$ cat src/verilog/cts_pkg.sv
/*
 * Constants and types for the channel two display and output scaling block.
 * Assumes a 25 MHz pclk and signed 16-bit samples in which 10000 counts are full scale.
 */
package cts_pkg;
    // Value scaling: 10000 counts are full scale, 10 V or 100 %; phase full scale is 18000 counts, 180 degrees.
    localparam int FS_COUNTS = 10000;
    localparam int PHASE_FS = 18000;
    localparam int OUTPUT_OVERLOAD_INDICATOR_LIMIT = 10900;
    localparam int OFFSET_MAX = 10500;
    localparam int OFFSET_MIN = -10500;
    localparam int RATIO_SCALE = 10000;
    localparam int BAR_FULL = 100;

    // Update rates and the cycle counts derived from them.
    localparam int unsigned CLK_HZ = 25000000;
    localparam int unsigned FAST_RATE_HZ = 256000;
    localparam int unsigned SLOW_RATE_HZ = 512;
    localparam int unsigned FAST_DIV = CLK_HZ / FAST_RATE_HZ;
    localparam int unsigned SLOW_DIV = CLK_HZ / SLOW_RATE_HZ;
    localparam int unsigned TRIG_FLASH_MS = 50;
    localparam int unsigned TRIG_FLASH_CYCLES = CLK_HZ / 1000 * TRIG_FLASH_MS;

    // Register byte offsets.
    localparam logic [7:0] REG_CONFIG = 8'h00;
    localparam logic [7:0] REG_OFFSET = 8'h04;
    localparam logic [7:0] REG_STATUS = 8'h08;
    localparam logic [7:0] REG_DISPLAY = 8'h0C;
    localparam logic [7:0] REG_OUTPUT = 8'h10;

    // Configuration field positions.
    localparam int CFG_DISP_LSB = 0;
    localparam int CFG_SRC_BIT = 5;
    localparam int CFG_OFFON_BIT = 6;
    localparam int CFG_EXP_LSB = 7;
    localparam int CFG_RAT_LSB = 10;

    // Status bit positions.
    localparam int ST_OUTPUT_OVERLOAD_INDICATOR_BIT = 0;
    localparam int ST_AUTO_BIT = 1;
    localparam int ST_TRIG_BIT = 2;
    localparam int ST_RATIO_BIT = 3;
    localparam int ST_DEN3_BIT = 4;
    localparam int ST_DEN4_BIT = 5;
    localparam int ST_OFFSET_BIT = 6;
    localparam int ST_EXPAND_BIT = 7;
    localparam int ST_MODIFY_BIT = 8;

    typedef enum logic [4:0] {
        cts_disp_y = 5'h01,
        cts_disp_phase = 5'h02,
        cts_disp_noise = 5'h04,
        cts_disp_aux3 = 5'h08,
        cts_disp_aux4 = 5'h10
    } cts_disp_t;

    typedef enum logic [2:0] {
        cts_rat_off = 3'h1,
        cts_rat_aux3 = 3'h2,
        cts_rat_aux4 = 3'h4
    } cts_ratio_t;

    typedef enum logic [2:0] {
        cts_exp_x1 = 3'h1,
        cts_exp_x10 = 3'h2,
        cts_exp_x100 = 3'h4
    } cts_exp_t;

    // Values after reset.
    localparam cts_disp_t RST_DISP = cts_disp_y;
    localparam cts_ratio_t RST_RATIO = cts_rat_off;
    localparam cts_exp_t RST_EXP = cts_exp_x1;
    localparam logic signed [15:0] RST_OFFSET = 16'sh0000;
endpackage

$ cat src/verilog/cts_channel_two.sv
/*
 * Channel two display select, ratio, offset, expand, analog output and indicators,
 * with an APB register slave.
 * Assumes key, knob and trigger inputs are one-cycle pulses synchronous to pclk and
 * samples already normalised: Y and Y noise to sensitivity, aux inputs in mV,
 * phase in hundredths of a degree.
 */
`timescale 1ns/1ns
module cts_channel_two
    import cts_pkg::*;
#(
    parameter int unsigned SLOW_DIV_CYCLES = SLOW_DIV,
    parameter int unsigned TRIG_FLASH_LEN = TRIG_FLASH_CYCLES
) (
    // Clock and reset.
    input wire logic pclk,
    input wire logic presetn,
    // APB slave.
    input wire logic psel,
    input wire logic penable,
    input wire logic pwrite,
    input wire logic [7:0] paddr,
    input wire logic [31:0] pwdata,
    output logic [31:0] prdata,
    output logic pready,
    output logic pslverr,
    // Front panel keys and knob.
    input wire logic display_key,
    input wire logic ratio_key,
    input wire logic output_key,
    input wire logic offset_key,
    input wire logic modify_key,
    input wire logic ref_key,
    input wire logic expand_key,
    input wire logic auto_offset_key,
    input wire logic knob_up,
    input wire logic knob_down,
    // Events and status from elsewhere in the instrument.
    input wire logic trig_in,
    input wire logic storage_triggered,
    input wire logic auto_busy,
    // Measured quantities.
    input wire logic signed [15:0] y_in,
    input wire logic signed [15:0] phase_in,
    input wire logic signed [15:0] ynoise_in,
    input wire logic signed [15:0] aux3_in,
    input wire logic signed [15:0] aux4_in,
    // Display and output.
    output logic signed [15:0] disp_value,
    output logic signed [7:0] bar_graph,
    output logic signed [15:0] channel_two_analog_output,
    output logic signed [15:0] ref_value,
    // Indicators.
    output logic output_overload_indicator,
    output logic auto_ind,
    output logic trig_ind,
    output logic ratio_ind,
    output logic aux3_den_ind,
    output logic aux4_den_ind,
    output logic offset_ind,
    output logic expand_ind,
    output logic modify_active
);
    function automatic logic signed [15:0] sat16(input logic signed [31:0] v);
        if (v > 32'sd32767) return 16'sh7FFF;
        if (v < -32'sd32767) return -16'sh7FFF;
        return v[15:0];
    endfunction

    function automatic logic signed [15:0] clamp_off(input logic signed [31:0] v);
        if (v > 32'(OFFSET_MAX)) return 16'(OFFSET_MAX);
        if (v < 32'(OFFSET_MIN)) return 16'(OFFSET_MIN);
        return v[15:0];
    endfunction

    function automatic logic signed [31:0] exp_mul(input logic signed [31:0] v, cts_exp_t e);
        case (e)
            cts_exp_x10: return v * 32'sd10;
            cts_exp_x100: return v * 32'sd100;
            default: return v;
        endcase
    endfunction

    function automatic logic signed [31:0] abs32(input logic signed [31:0] v);
        return (v < 0) ? -v : v;
    endfunction

    cts_disp_t disp_q;
    cts_ratio_t ratio_q;
    cts_exp_t exp_q;
    logic src_disp_q;
    logic offset_on_q;
    logic modify_q;
    logic auto_pend_q;
    logic signed [15:0] offset_q;
    logic [23:0] trig_cnt_q;
    logic [31:0] prdata_q;
    logic slverr_q;
    logic fast_tick;
    logic slow_tick;
    logic upd_tick;
    logic y_dep;
    logic cfg_wr;
    logic off_wr;
    logic map_hit;
    logic signed [31:0] y_off;
    logic signed [31:0] num;
    logic signed [31:0] den;
    logic signed [31:0] disp_full;
    logic signed [31:0] out_full;
    logic signed [15:0] out_next;
    logic signed [31:0] bar_full;

    cts_rate_tick #(.DIV(FAST_DIV)) u_fast (
        .pclk(pclk),
        .presetn(presetn),
        .tick(fast_tick)
    );

    cts_rate_tick #(.DIV(SLOW_DIV_CYCLES)) u_slow (
        .pclk(pclk),
        .presetn(presetn),
        .tick(slow_tick)
    );

    assign cfg_wr = psel && penable && pwrite && (paddr == REG_CONFIG);
    assign off_wr = psel && penable && pwrite && (paddr == REG_OFFSET);
    assign map_hit = (paddr == REG_CONFIG) || (paddr == REG_OFFSET) || (paddr == REG_STATUS)
                     || (paddr == REG_DISPLAY) || (paddr == REG_OUTPUT);

    // Selection state: APB writes win over keys pressed in the same cycle.
    always_ff @(posedge pclk or negedge presetn) begin
        if (!presetn) begin
            disp_q <= RST_DISP;
            ratio_q <= RST_RATIO;
            exp_q <= RST_EXP;
            src_disp_q <= 1'b0;
            offset_on_q <= 1'b0;
        end else if (cfg_wr) begin
            if ($onehot(pwdata[CFG_DISP_LSB +: 5])) disp_q <= cts_disp_t'(pwdata[CFG_DISP_LSB +: 5]);
            if ($onehot(pwdata[CFG_RAT_LSB +: 3])) ratio_q <= cts_ratio_t'(pwdata[CFG_RAT_LSB +: 3]);
            if ($onehot(pwdata[CFG_EXP_LSB +: 3])) exp_q <= cts_exp_t'(pwdata[CFG_EXP_LSB +: 3]);
            src_disp_q <= pwdata[CFG_SRC_BIT];
            offset_on_q <= pwdata[CFG_OFFON_BIT];
        end else begin
            if (display_key) begin
                case (disp_q)
                    cts_disp_y: disp_q <= cts_disp_phase;
                    cts_disp_phase: disp_q <= cts_disp_noise;
                    cts_disp_noise: disp_q <= cts_disp_aux3;
                    cts_disp_aux3: disp_q <= cts_disp_aux4;
                    default: disp_q <= cts_disp_y;
                endcase
            end
            if (ratio_key) begin
                case (ratio_q)
                    cts_rat_off: ratio_q <= cts_rat_aux3;
                    cts_rat_aux3: ratio_q <= cts_rat_aux4;
                    default: ratio_q <= cts_rat_off;
                endcase
            end
            if (expand_key) begin
                case (exp_q)
                    cts_exp_x1: exp_q <= cts_exp_x10;
                    cts_exp_x10: exp_q <= cts_exp_x100;
                    default: exp_q <= cts_exp_x1;
                endcase
            end
            if (output_key) src_disp_q <= !src_disp_q;
            if (auto_offset_key) offset_on_q <= 1'b1;
            else if (offset_key) offset_on_q <= !offset_on_q;
        end
    end

    // The stored offset is changed only by software, auto offset and the knob in modify mode.
    always_ff @(posedge pclk or negedge presetn) begin
        if (!presetn) begin
            offset_q <= RST_OFFSET;
        end else if (off_wr) begin
            offset_q <= clamp_off(32'(signed'(pwdata[15:0])));
        end else if (auto_offset_key) begin
            offset_q <= clamp_off(32'(y_in));
        end else if (modify_q && (knob_up != knob_down)) begin
            offset_q <= clamp_off(32'(offset_q) + (knob_up ? 32'sd1 : -32'sd1));
        end
    end

    always_ff @(posedge pclk or negedge presetn) begin
        if (!presetn) begin
            modify_q <= 1'b0;
        end else if (ref_key) begin
            modify_q <= 1'b0;
        end else if (modify_key) begin
            modify_q <= 1'b1;
        end
    end

    // Datapath: offset acts on Y-based display, expand only on the analog output.
    assign y_off = 32'(y_in) - (offset_on_q ? 32'(offset_q) : 32'sd0);
    assign y_dep = (disp_q == cts_disp_y);
    assign den = (ratio_q == cts_rat_aux4) ? 32'(aux4_in) : 32'(aux3_in);

    always_comb begin
        case (disp_q)
            cts_disp_y: num = y_off;
            cts_disp_phase: num = 32'(phase_in);
            cts_disp_noise: num = 32'(ynoise_in);
            cts_disp_aux3: num = 32'(aux3_in);
            cts_disp_aux4: num = 32'(aux4_in);
            default: num = 32'sd0;
        endcase
        if (ratio_q == cts_rat_off) begin
            disp_full = num;
        end else if (den == 32'sd0) begin
            disp_full = (num < 0) ? -32'sd32767 : 32'sd32767;
        end else begin
            disp_full = (num * 32'(RATIO_SCALE)) / den;
        end
        if (src_disp_q) begin
            out_full = y_dep ? exp_mul(32'(sat16(disp_full)), exp_q) : disp_full;
        end else begin
            out_full = exp_mul(y_off, exp_q);
        end
        if (ratio_q == cts_rat_off && disp_q == cts_disp_phase) begin
            bar_full = 32'(sat16(disp_full)) * 32'(BAR_FULL) / 32'(PHASE_FS);
        end else begin
            bar_full = 32'(sat16(disp_full)) * 32'(BAR_FULL) / 32'(FS_COUNTS);
        end
    end

    assign out_next = sat16(out_full);
    assign upd_tick = src_disp_q ? slow_tick : fast_tick;

    always_ff @(posedge pclk or negedge presetn) begin
        if (!presetn) begin
            disp_value <= 16'sh0000;
            bar_graph <= 8'sh00;
        end else begin
            disp_value <= sat16(disp_full);
            if (bar_full > 32'(BAR_FULL)) bar_graph <= 8'(BAR_FULL);
            else if (bar_full < -32'(BAR_FULL)) bar_graph <= -8'(BAR_FULL);
            else bar_graph <= bar_full[7:0];
        end
    end

    always_ff @(posedge pclk or negedge presetn) begin
        if (!presetn) begin
            channel_two_analog_output <= 16'sh0000;
        end else if (upd_tick) begin
            channel_two_analog_output <= out_next;
        end
    end

    always_ff @(posedge pclk or negedge presetn) begin
        if (!presetn) begin
            output_overload_indicator <= 1'b0;
        end else begin
            output_overload_indicator <= abs32(out_full) > 32'(OUTPUT_OVERLOAD_INDICATOR_LIMIT);
        end
    end

    // A trigger arriving while the flash runs restarts it.
    always_ff @(posedge pclk or negedge presetn) begin
        if (!presetn) begin
            trig_cnt_q <= 24'h000000;
        end else if (trig_in && storage_triggered) begin
            trig_cnt_q <= 24'(TRIG_FLASH_LEN);
        end else if (trig_cnt_q != 24'h000000) begin
            trig_cnt_q <= trig_cnt_q - 24'h000001;
        end
    end

    always_ff @(posedge pclk or negedge presetn) begin
        if (!presetn) auto_pend_q <= 1'b0;
        else auto_pend_q <= auto_offset_key;
    end

    assign auto_ind = auto_busy || auto_pend_q;
    assign trig_ind = (trig_cnt_q != 24'h000000);
    assign ratio_ind = (ratio_q != cts_rat_off);
    assign aux3_den_ind = (ratio_q == cts_rat_aux3);
    assign aux4_den_ind = (ratio_q == cts_rat_aux4);
    assign offset_ind = offset_on_q && y_dep;
    assign expand_ind = (exp_q != cts_exp_x1);
    assign modify_active = modify_q;
    assign ref_value = offset_q;

    // APB: read data is captured in the setup cycle, so every access ends at once.
    always_ff @(posedge pclk or negedge presetn) begin
        if (!presetn) begin
            prdata_q <= 32'h00000000;
            slverr_q <= 1'b0;
        end else if (psel && !penable) begin
            slverr_q <= !map_hit;
            case (paddr)
                REG_CONFIG: prdata_q <= {19'h00000, ratio_q, exp_q, offset_on_q, src_disp_q, disp_q};
                REG_OFFSET: prdata_q <= {16'h0000, offset_q};
                REG_STATUS: prdata_q <= {23'h000000, modify_q, expand_ind, offset_ind, aux4_den_ind,
                                         aux3_den_ind, ratio_ind, trig_ind, auto_ind,
                                         output_overload_indicator};
                REG_DISPLAY: prdata_q <= {8'h00, bar_graph, disp_value};
                REG_OUTPUT: prdata_q <= {16'h0000, channel_two_analog_output};
                default: prdata_q <= 32'h00000000;
            endcase
        end
    end

    assign prdata = prdata_q;
    assign pready = 1'b1;
    assign pslverr = psel && penable && slverr_q;
endmodule // cts_channel_two

$ cat src/verilog/cts_rate_tick.sv
/*
 * Free-running divider that pulses once every DIV clock cycles.
 * Assumes DIV is at least 2 and below 2**24.
 */
`timescale 1ns/1ns
module cts_rate_tick #(
    parameter int unsigned DIV = 2
) (
    // Clock and reset.
    input wire logic pclk,
    input wire logic presetn,
    // Update strobe.
    output logic tick
);
    logic [23:0] cnt_q;

    always_ff @(posedge pclk or negedge presetn) begin
        if (!presetn) begin
            cnt_q <= 24'h000000;
            tick <= 1'b0;
        end else begin
            tick <= (cnt_q == 24'(DIV - 1));
            cnt_q <= (cnt_q == 24'(DIV - 1)) ? 24'h000000 : cnt_q + 24'h000001;
        end
    end
endmodule // cts_rate_tick

$ cat config.mk
export PLATFORM = sky130hd
export DESIGN_NAME = cts_channel_two
export DESIGN_NICKNAME = d
export VERILOG_FILES = /design/src/verilog/cts_pkg.sv /design/src/verilog/cts_channel_two.sv /design/src/verilog/cts_rate_tick.sv
export SDC_FILE = /design/constraint.sdc
export NUM_CORES = 2
export LEC_CHECK = 0
export BUFFER_PORTS_ARGS = -buffer_cell sky130_fd_sc_hd__buf_2
export CELL_PAD_IN_SITES_DETAIL_PLACEMENT = 0
export CELL_PAD_IN_SITES_GLOBAL_PLACEMENT = 2
export CORE_ASPECT_RATIO = 1.1
export CORE_MARGIN = 2
export CORE_UTILIZATION = 39
export DETAILED_ROUTE_END_ITERATION = 8
export PLACE_DENSITY = 0.93
export SYNTH_ARGS = -nofsm -noshare
export SYNTH_HDL_FRONTEND = slang
export SYNTH_SLANG_ARGS = --single-unit
$ cat constraint.sdc
create_clock -name pclk -period 207.2 [get_ports pclk]
set_input_delay 31.08 -clock pclk [delete_from_list [all_inputs] [get_ports pclk]]
set_output_delay 31.08 -clock pclk [all_outputs]
set_load 0.05 [all_outputs]
# Yosys cells after proc, flatten, opt, wreduce, memory -nomap -nowiden
# Cells that the tools add are included.
# word_totals
reg_bits	179
in_bits	138
output_inout_bits	99
wordCells	225
# classes
addsub	14
multipliers	7
div	3
magnitude_cmp	15
n_eq_ne	26
n_mux	108
reduce_logical	33
# ops
operator	n
$mux 16	32
$mux 32	10
$pmux 32 s5	1
$pmux 32 s2	2
$pmux 24 s5	1
$mux 24	4
$mul 16x6->22 const B	3
$gt 32x15->1 const B	2
$gt 32x16->1 const B	2
$lt 32x1->1 const B	2
$lt 32x16->1 const B	2
$add 24x1->24 const B	2
$mux 1	44
$add 16x32->32	1
$div 32x15->32 const B	1
$div 32x16->32 const B	1
$div 32x32->32	1
$gt 16x15->1 const B	2
$gt 32x8->1 const B	1
$logic_not 32->1	1
$lt 16x15->1 const B	2
$lt 32x15->1 const B	1
$lt 32x8->1 const B	1
$mul 32x11->28 const B	1
other kinds (40)	86

# Depth between registers and ports, before layout
# depth
ltp_word	24
depth_mapped	975
mapped_depth_nobuf	883

# Cells and area by module
# A second synthesis with hierarchy kept.
# unflattened
hier_cells	11433
hier_area_um2	83874.2
# modules_own_cells
mod	n_inst	cells_per_inst	area_each_um2	seq_area_each_um2
cts_channel_two	1	11226	81513.2	3031.7
cts_rate_tick at u_slow	1	107	1199.9	625.6
cts_rate_tick at u_fast	1	100	1161.1	625.6

# Worst setup path after synthesis
# No wires, ideal clock.
# synth_timing
path_kind	input -> register
startpoint	input port y_in[2]
endpoint	register bar_graph[0]
arrival_ns	181.410
required_ns	207.129
slack_ns	25.719
path_stages	893
path_buffers	94
path_cell_list	ha_1 > nor2b_1 > o21ai_0 > nand2b_1 > a21o_1 > a21o_1 > nand4_1 > nand2_1 > a21oi_1 > nor2b_1 > o21ai_0 > nand2b_1 > a21o_1 > a21o_1 > a211oi_1 > or2_2 > clkbuf_1 > clkinv_1 > (+857 left out) > ha_1 > a2111oi_0 > o31ai_1 > a311oi_1 > o2111a_2 > buf_4 > ha_1 > buf_2 > nand2_1 > nor2_1 > xnor2_1 > nor3_1 > a31oi_1 > nor4b_1 > nand2_1 > a2111o_1 > mux2_2 > nor2_1
# synth_between
elab_chain_len	19
elab_cells_between_ends	34
# synth_lines
item	line	source
start, declared	cts_channel_two.sv:43	input wire logic signed [15:0] y_in,
$sub 16x32->32 *	cts_channel_two.sv:199	assign y_off = 32'(y_in) - (offset_on_q ? 32'(offset_q) : 32'sd0);
$pmux 32 s5 *	cts_channel_two.sv:204	case (disp_q)
$mul 32x11->28 / $lt 32x1->1 (equally long branches)	cts_channel_two.sv:217, cts_channel_two.sv:215	
$div 32x32->32 / $mux 32 (equally long branches)	cts_channel_two.sv:217, cts_channel_two.sv:215	
$mux 32	cts_channel_two.sv:214	end else if (den == 32'sd0) begin
$mux 32 *	cts_channel_two.sv:212	if (ratio_q == cts_rat_off) begin
$lt 32x16->1	cts_channel_two.sv:66	if (v < -32'sd32767) return -16'sh7FFF;
$mux 1 (2 in series)	cts_channel_two.sv:66	
(+2 left out)	n/a	
$mux 16	cts_channel_two.sv:66	
$mux 16	cts_channel_two.sv:224	if (ratio_q == cts_rat_off && disp_q == cts_disp_phase) begin
$mul 16x6->22, on equally long branches	cts_channel_two.sv:227, cts_channel_two.sv:225	
$div 32x15->32 / $div 32x16->32 (equally long branches)	cts_channel_two.sv:227, cts_channel_two.sv:225	
$mux 32 *	cts_channel_two.sv:224	
$lt 32x8->1	cts_channel_two.sv:241	else if (bar_full < -32'(BAR_FULL)) bar_graph <= -8'(BAR_FULL);
$mux 8	cts_channel_two.sv:241	
$mux 8 *	cts_channel_two.sv:240	if (bar_full > 32'(BAR_FULL)) bar_graph <= 8'(BAR_FULL);
end signal, assigned	cts_channel_two.sv:240	
end signal, assigned	cts_channel_two.sv:241	
end signal, assigned	cts_channel_two.sv:242	else bar_graph <= bar_full[7:0];
end, declared	cts_channel_two.sv:50	output logic signed [7:0] bar_graph,
# Every way passes the cells marked *; elsewhere a longest branch is shown, timed or not. The select of a mux whose other input is x is not followed.
# A chain may end at the register's enable or synchronous reset.

==> flow_summary.yaml <==
die:
  die_area_mm2: 0.217
  die_h_um: 488
  pin_count: 237
  rows: 177
  start_util_pct: 39.2
  die_x_um: 444
  core_mm2: 0.212
placement:
  gp_congestion: 0.953
  pre_cts_ws_ps: 7800
  port_buffers: 211
  place_hpwl_um: 249000
worst_setup_path:
  r2r_cells: 842
  cp_max_fo: 54
  cpMostUsedCell: "a21oi_1"
  timing.rr.start: "offset_on_q"
  rr_endpoint: "bar_graph[0]"
  required_ps: 207520
  crit_path_end_kind: "flip-flop"
  cp.arrival_ps: 193480
  crit_type: "primary input to flip-flop"
  crit_buf_inv: 66
  crit_family: "compound AO/OA/AOI/OAI gates"
  slowest_delay_ps: 1030
  crit_path_start_kind: "primary input"
  cpMaxStageDelayCell: "a21oi_2"
  regToRegSetupSlack_ps: 43850
route:
  vias_per_cell: 6.00
  vias: 90600
  drt_wl_total_um: 304000
  firstDrtPassIters: 8
  drc: 0
  drt_first_iter_violations: 6866
  drtAntennaViolNets: 0
  wl_per_cell_um: 20.2
cts:
  cts.path.max_buffers: 2
  tritoncts: "yes"
  cts-buffers-inserted: 17
  path_clk_slew_ps: 70
  cts.sinks: 171
  cts_hold_buf: 0
  root_buffer: "clkbuf_16"
  insertion_delay_ps: 460
  htree_levels: 4
cells_and_area:
  finalCoreUtilization_pct: 43.5
  syn_to_final_growth_pct: 10.9
  final_net_count: 13500
  drive_above_1_share_pct: 13.9
  fillers: 21800
sta:
  hold_violations: 0
  max_freq_mhz: 5.18
  tightestPinTransition_ps: 1230
  drv_slew: 0
  finalWorstSetupSlack_ps: 14040
  setup_viol: 0
  min_period_ps: 193160
  timing.final.crit_share_pct: 93.2
  fin_hold_ws_ps: 459
  skew_ps: 16.2
  slew_headroom_pct: 18.1
global_routing:
  grt_overflow_total: 0
  grt_max_degree: 77
  grtUsageTotal_pct: 26.7
  antenna_found_initial: 6
  grt_pass1_vias: 87100
  grt_pass1_wl_um: 478000
hold_path:
  hold-path-endpoint: "u_slow.cnt_q[0]"
  hold_path.class: "flip-flop to flip-flop"
  hp-start: "u_slow.cnt_q[0]"
  worstHoldPathCells: 1
run:
  cap_violations: 0
logic_synthesis:
  syn_avg_cell_area_um2: 7.17
  yosys_warnings: 0
  ys.flop_type: "dfrtp_1"
  synthDistinctLibCells: 201
  ys_ff_latch: 171
  synth_edf_count: 0
  postSynthCellCount: 11600
  netlist_area_mm2: 0.0831
  async_reset_ff_share_pct: 100
  yosysSeqAreaShare_pct: 5.15
run_status:
  status: "complete, no violations"
[cells in the mapped netlist (all sizes together) (34+ instances only)]
cell	n	area, um2
a21boi	51	398
buf	228	1890
or3	134	880
a221oi	48	439
o21ai	816	4170
nor2b	116	726
a2111oi	44	571
xor2	293	2610
a31oi	125	828
nor3b	39	314
o211ai	112	901
or4	49	394
dfrtp	168	4200
a22oi	49	383
nor4b	37	409
nand3b	34	259
nor3	363	1940
o31ai	186	1430
a211o	45	397
a211oi	151	1230
mux2i	121	1270
and4	51	455
fa	107	2140
mux2	120	1390
o21bai	135	1010
clkbuf	219	1080
inv	600	2250
nor2	1051	4020
xnor2	715	6370
and3	119	778
o21a	189	1450
o22ai	49	333
ha	970	12100
nand2b	210	1320
a21oi	989	5050
nand2	1034	3950
nand3	329	1690
a21o	288	2170
nor4	153	1170
or2	108	676
and2	216	1370
nand4	186	1220
[how the worst max path moves through the flow]
stage | cells after the start | slack, ps | start | end
2_1_floorplan | 1174 | 25720 | y_in[2] | bar_graph[0]
3_3_place_gp | 1170 | 9720 | y_in[2] | bar_graph[3]
3_5_place_dp | 918 | 7800 | y_in[0] | bar_graph[0]
4_1_cts | 900 | 7450 | y_in[0] | bar_graph[0]
5_1_grt | 896 | -10 | y_in[0] | bar_graph[0]
6_report | 901 | 14040 | y_in[0] | bar_graph[0]
[logic make-up (layout without fill, tap and decap cells)]
group                    Yosys count  count (layout)  share of synthesized area, %
AO/OA/AOI/OAI                   3700            3701                          30.0
XOR/XNOR                        1011            1011                          10.9
adder cells (fa/ha/maj)         1083            1083                          17.3
buffers and inverters           1052            1630                          6.32
flip-flops                       171             171                          5.15
multiplexers                     241             241                          3.20
other                              2             149                       0.00904
AND/OR/NAND/NOR                 4332            4333                          27.1
[flip-flops by register name (all words and copies together) (netlist names)]
name and flops:
prdata 24, trig_cnt_q 24, u_fast.cnt_q 24, u_slow.cnt_q 24
channel_two_analog_output 16, disp_value 16, ref_value 16, bar_graph 8
disp_q 5, exp_q 3, ratio_q 3, auto_pend_q 1
modify_active 1, offset_on_q 1, output_overload_indicator 1, slverr_q 1
src_disp_q 1, u_fast.tick 1, u_slow.tick 1
[per-stage QoR]
stage | cell area (um2) | TNS [ps] | instances
detailed placement | 91200 | 0 | 15000
global route | 92100 | -14.8 | 15100
finish | 92100 | 0 | 15100
CTS | 91800 | 0 | 15100
global placement | 91200 | 0 | 15000
floorplan | 83600 | 0 | 11700
[cell usage in the layout (no fill, tap or decap), types with 104 or more instances in the layout]
| cell | count |
|---|---|
| inv_1 | 591 |
| buf_4 | 781 |
| xnor2_1 | 696 |
| xor2_1 | 284 |
| mux2i_1 | 106 |
| or3_1 | 119 |
| nor2b_1 | 115 |
| nand2b_1 | 205 |
| o21bai_1 | 135 |
| nand4_1 | 179 |
| a31oi_1 | 118 |
| a21oi_1 | 958 |
| nor3_1 | 343 |
| buf_2 | 210 |
| fa_1 | 107 |
| conb_1 | 148 |
| ha_1 | 969 |
| o31ai_1 | 180 |
| dfrtp_1 | 167 |
| o21a_1 | 181 |
| nand3_1 | 321 |
| nor2_1 | 1026 |
| nor4_1 | 125 |
| a211oi_1 | 134 |
| and3_1 | 104 |
| nand2_1 | 1014 |
| o21ai_0 | 724 |
| a21o_1 | 280 |
| and2_1 | 197 |
[routing by layer]
metal | share of wire [%] | global-route usage [%]
met1 | 46 | 35.8
met2 | 46 | 45.9
met3 | 5.0 | 1.80
met4 | 3.3 | 8.00
met5 | 0 | 0
[area by class of cell]
class | count | area (um2) | share of cell area, %
antenna | 1 | 2.50 | 0.00272
clock buffer | 19 | 443 | 0.481
inverter | 603 | 2270 | 2.47
clock inverter | 13 | 170 | 0.185
multi-input combinational | 10500 | 74500 | 80.9
timing repair buffer | 995 | 6970 | 7.56
sequential | 171 | 4280 | 4.65
tap | 2774 | 3470 | 3.77
[timing repair]
action | CTS | global route
setup buffers | 0 | 19
resized for setup | 0 | 57
endpoints found under the setup margin | 0 | 8
Power is not shown: default switching activity piles up to over one toggle a cycle in this logic, so the estimate is an artifact.
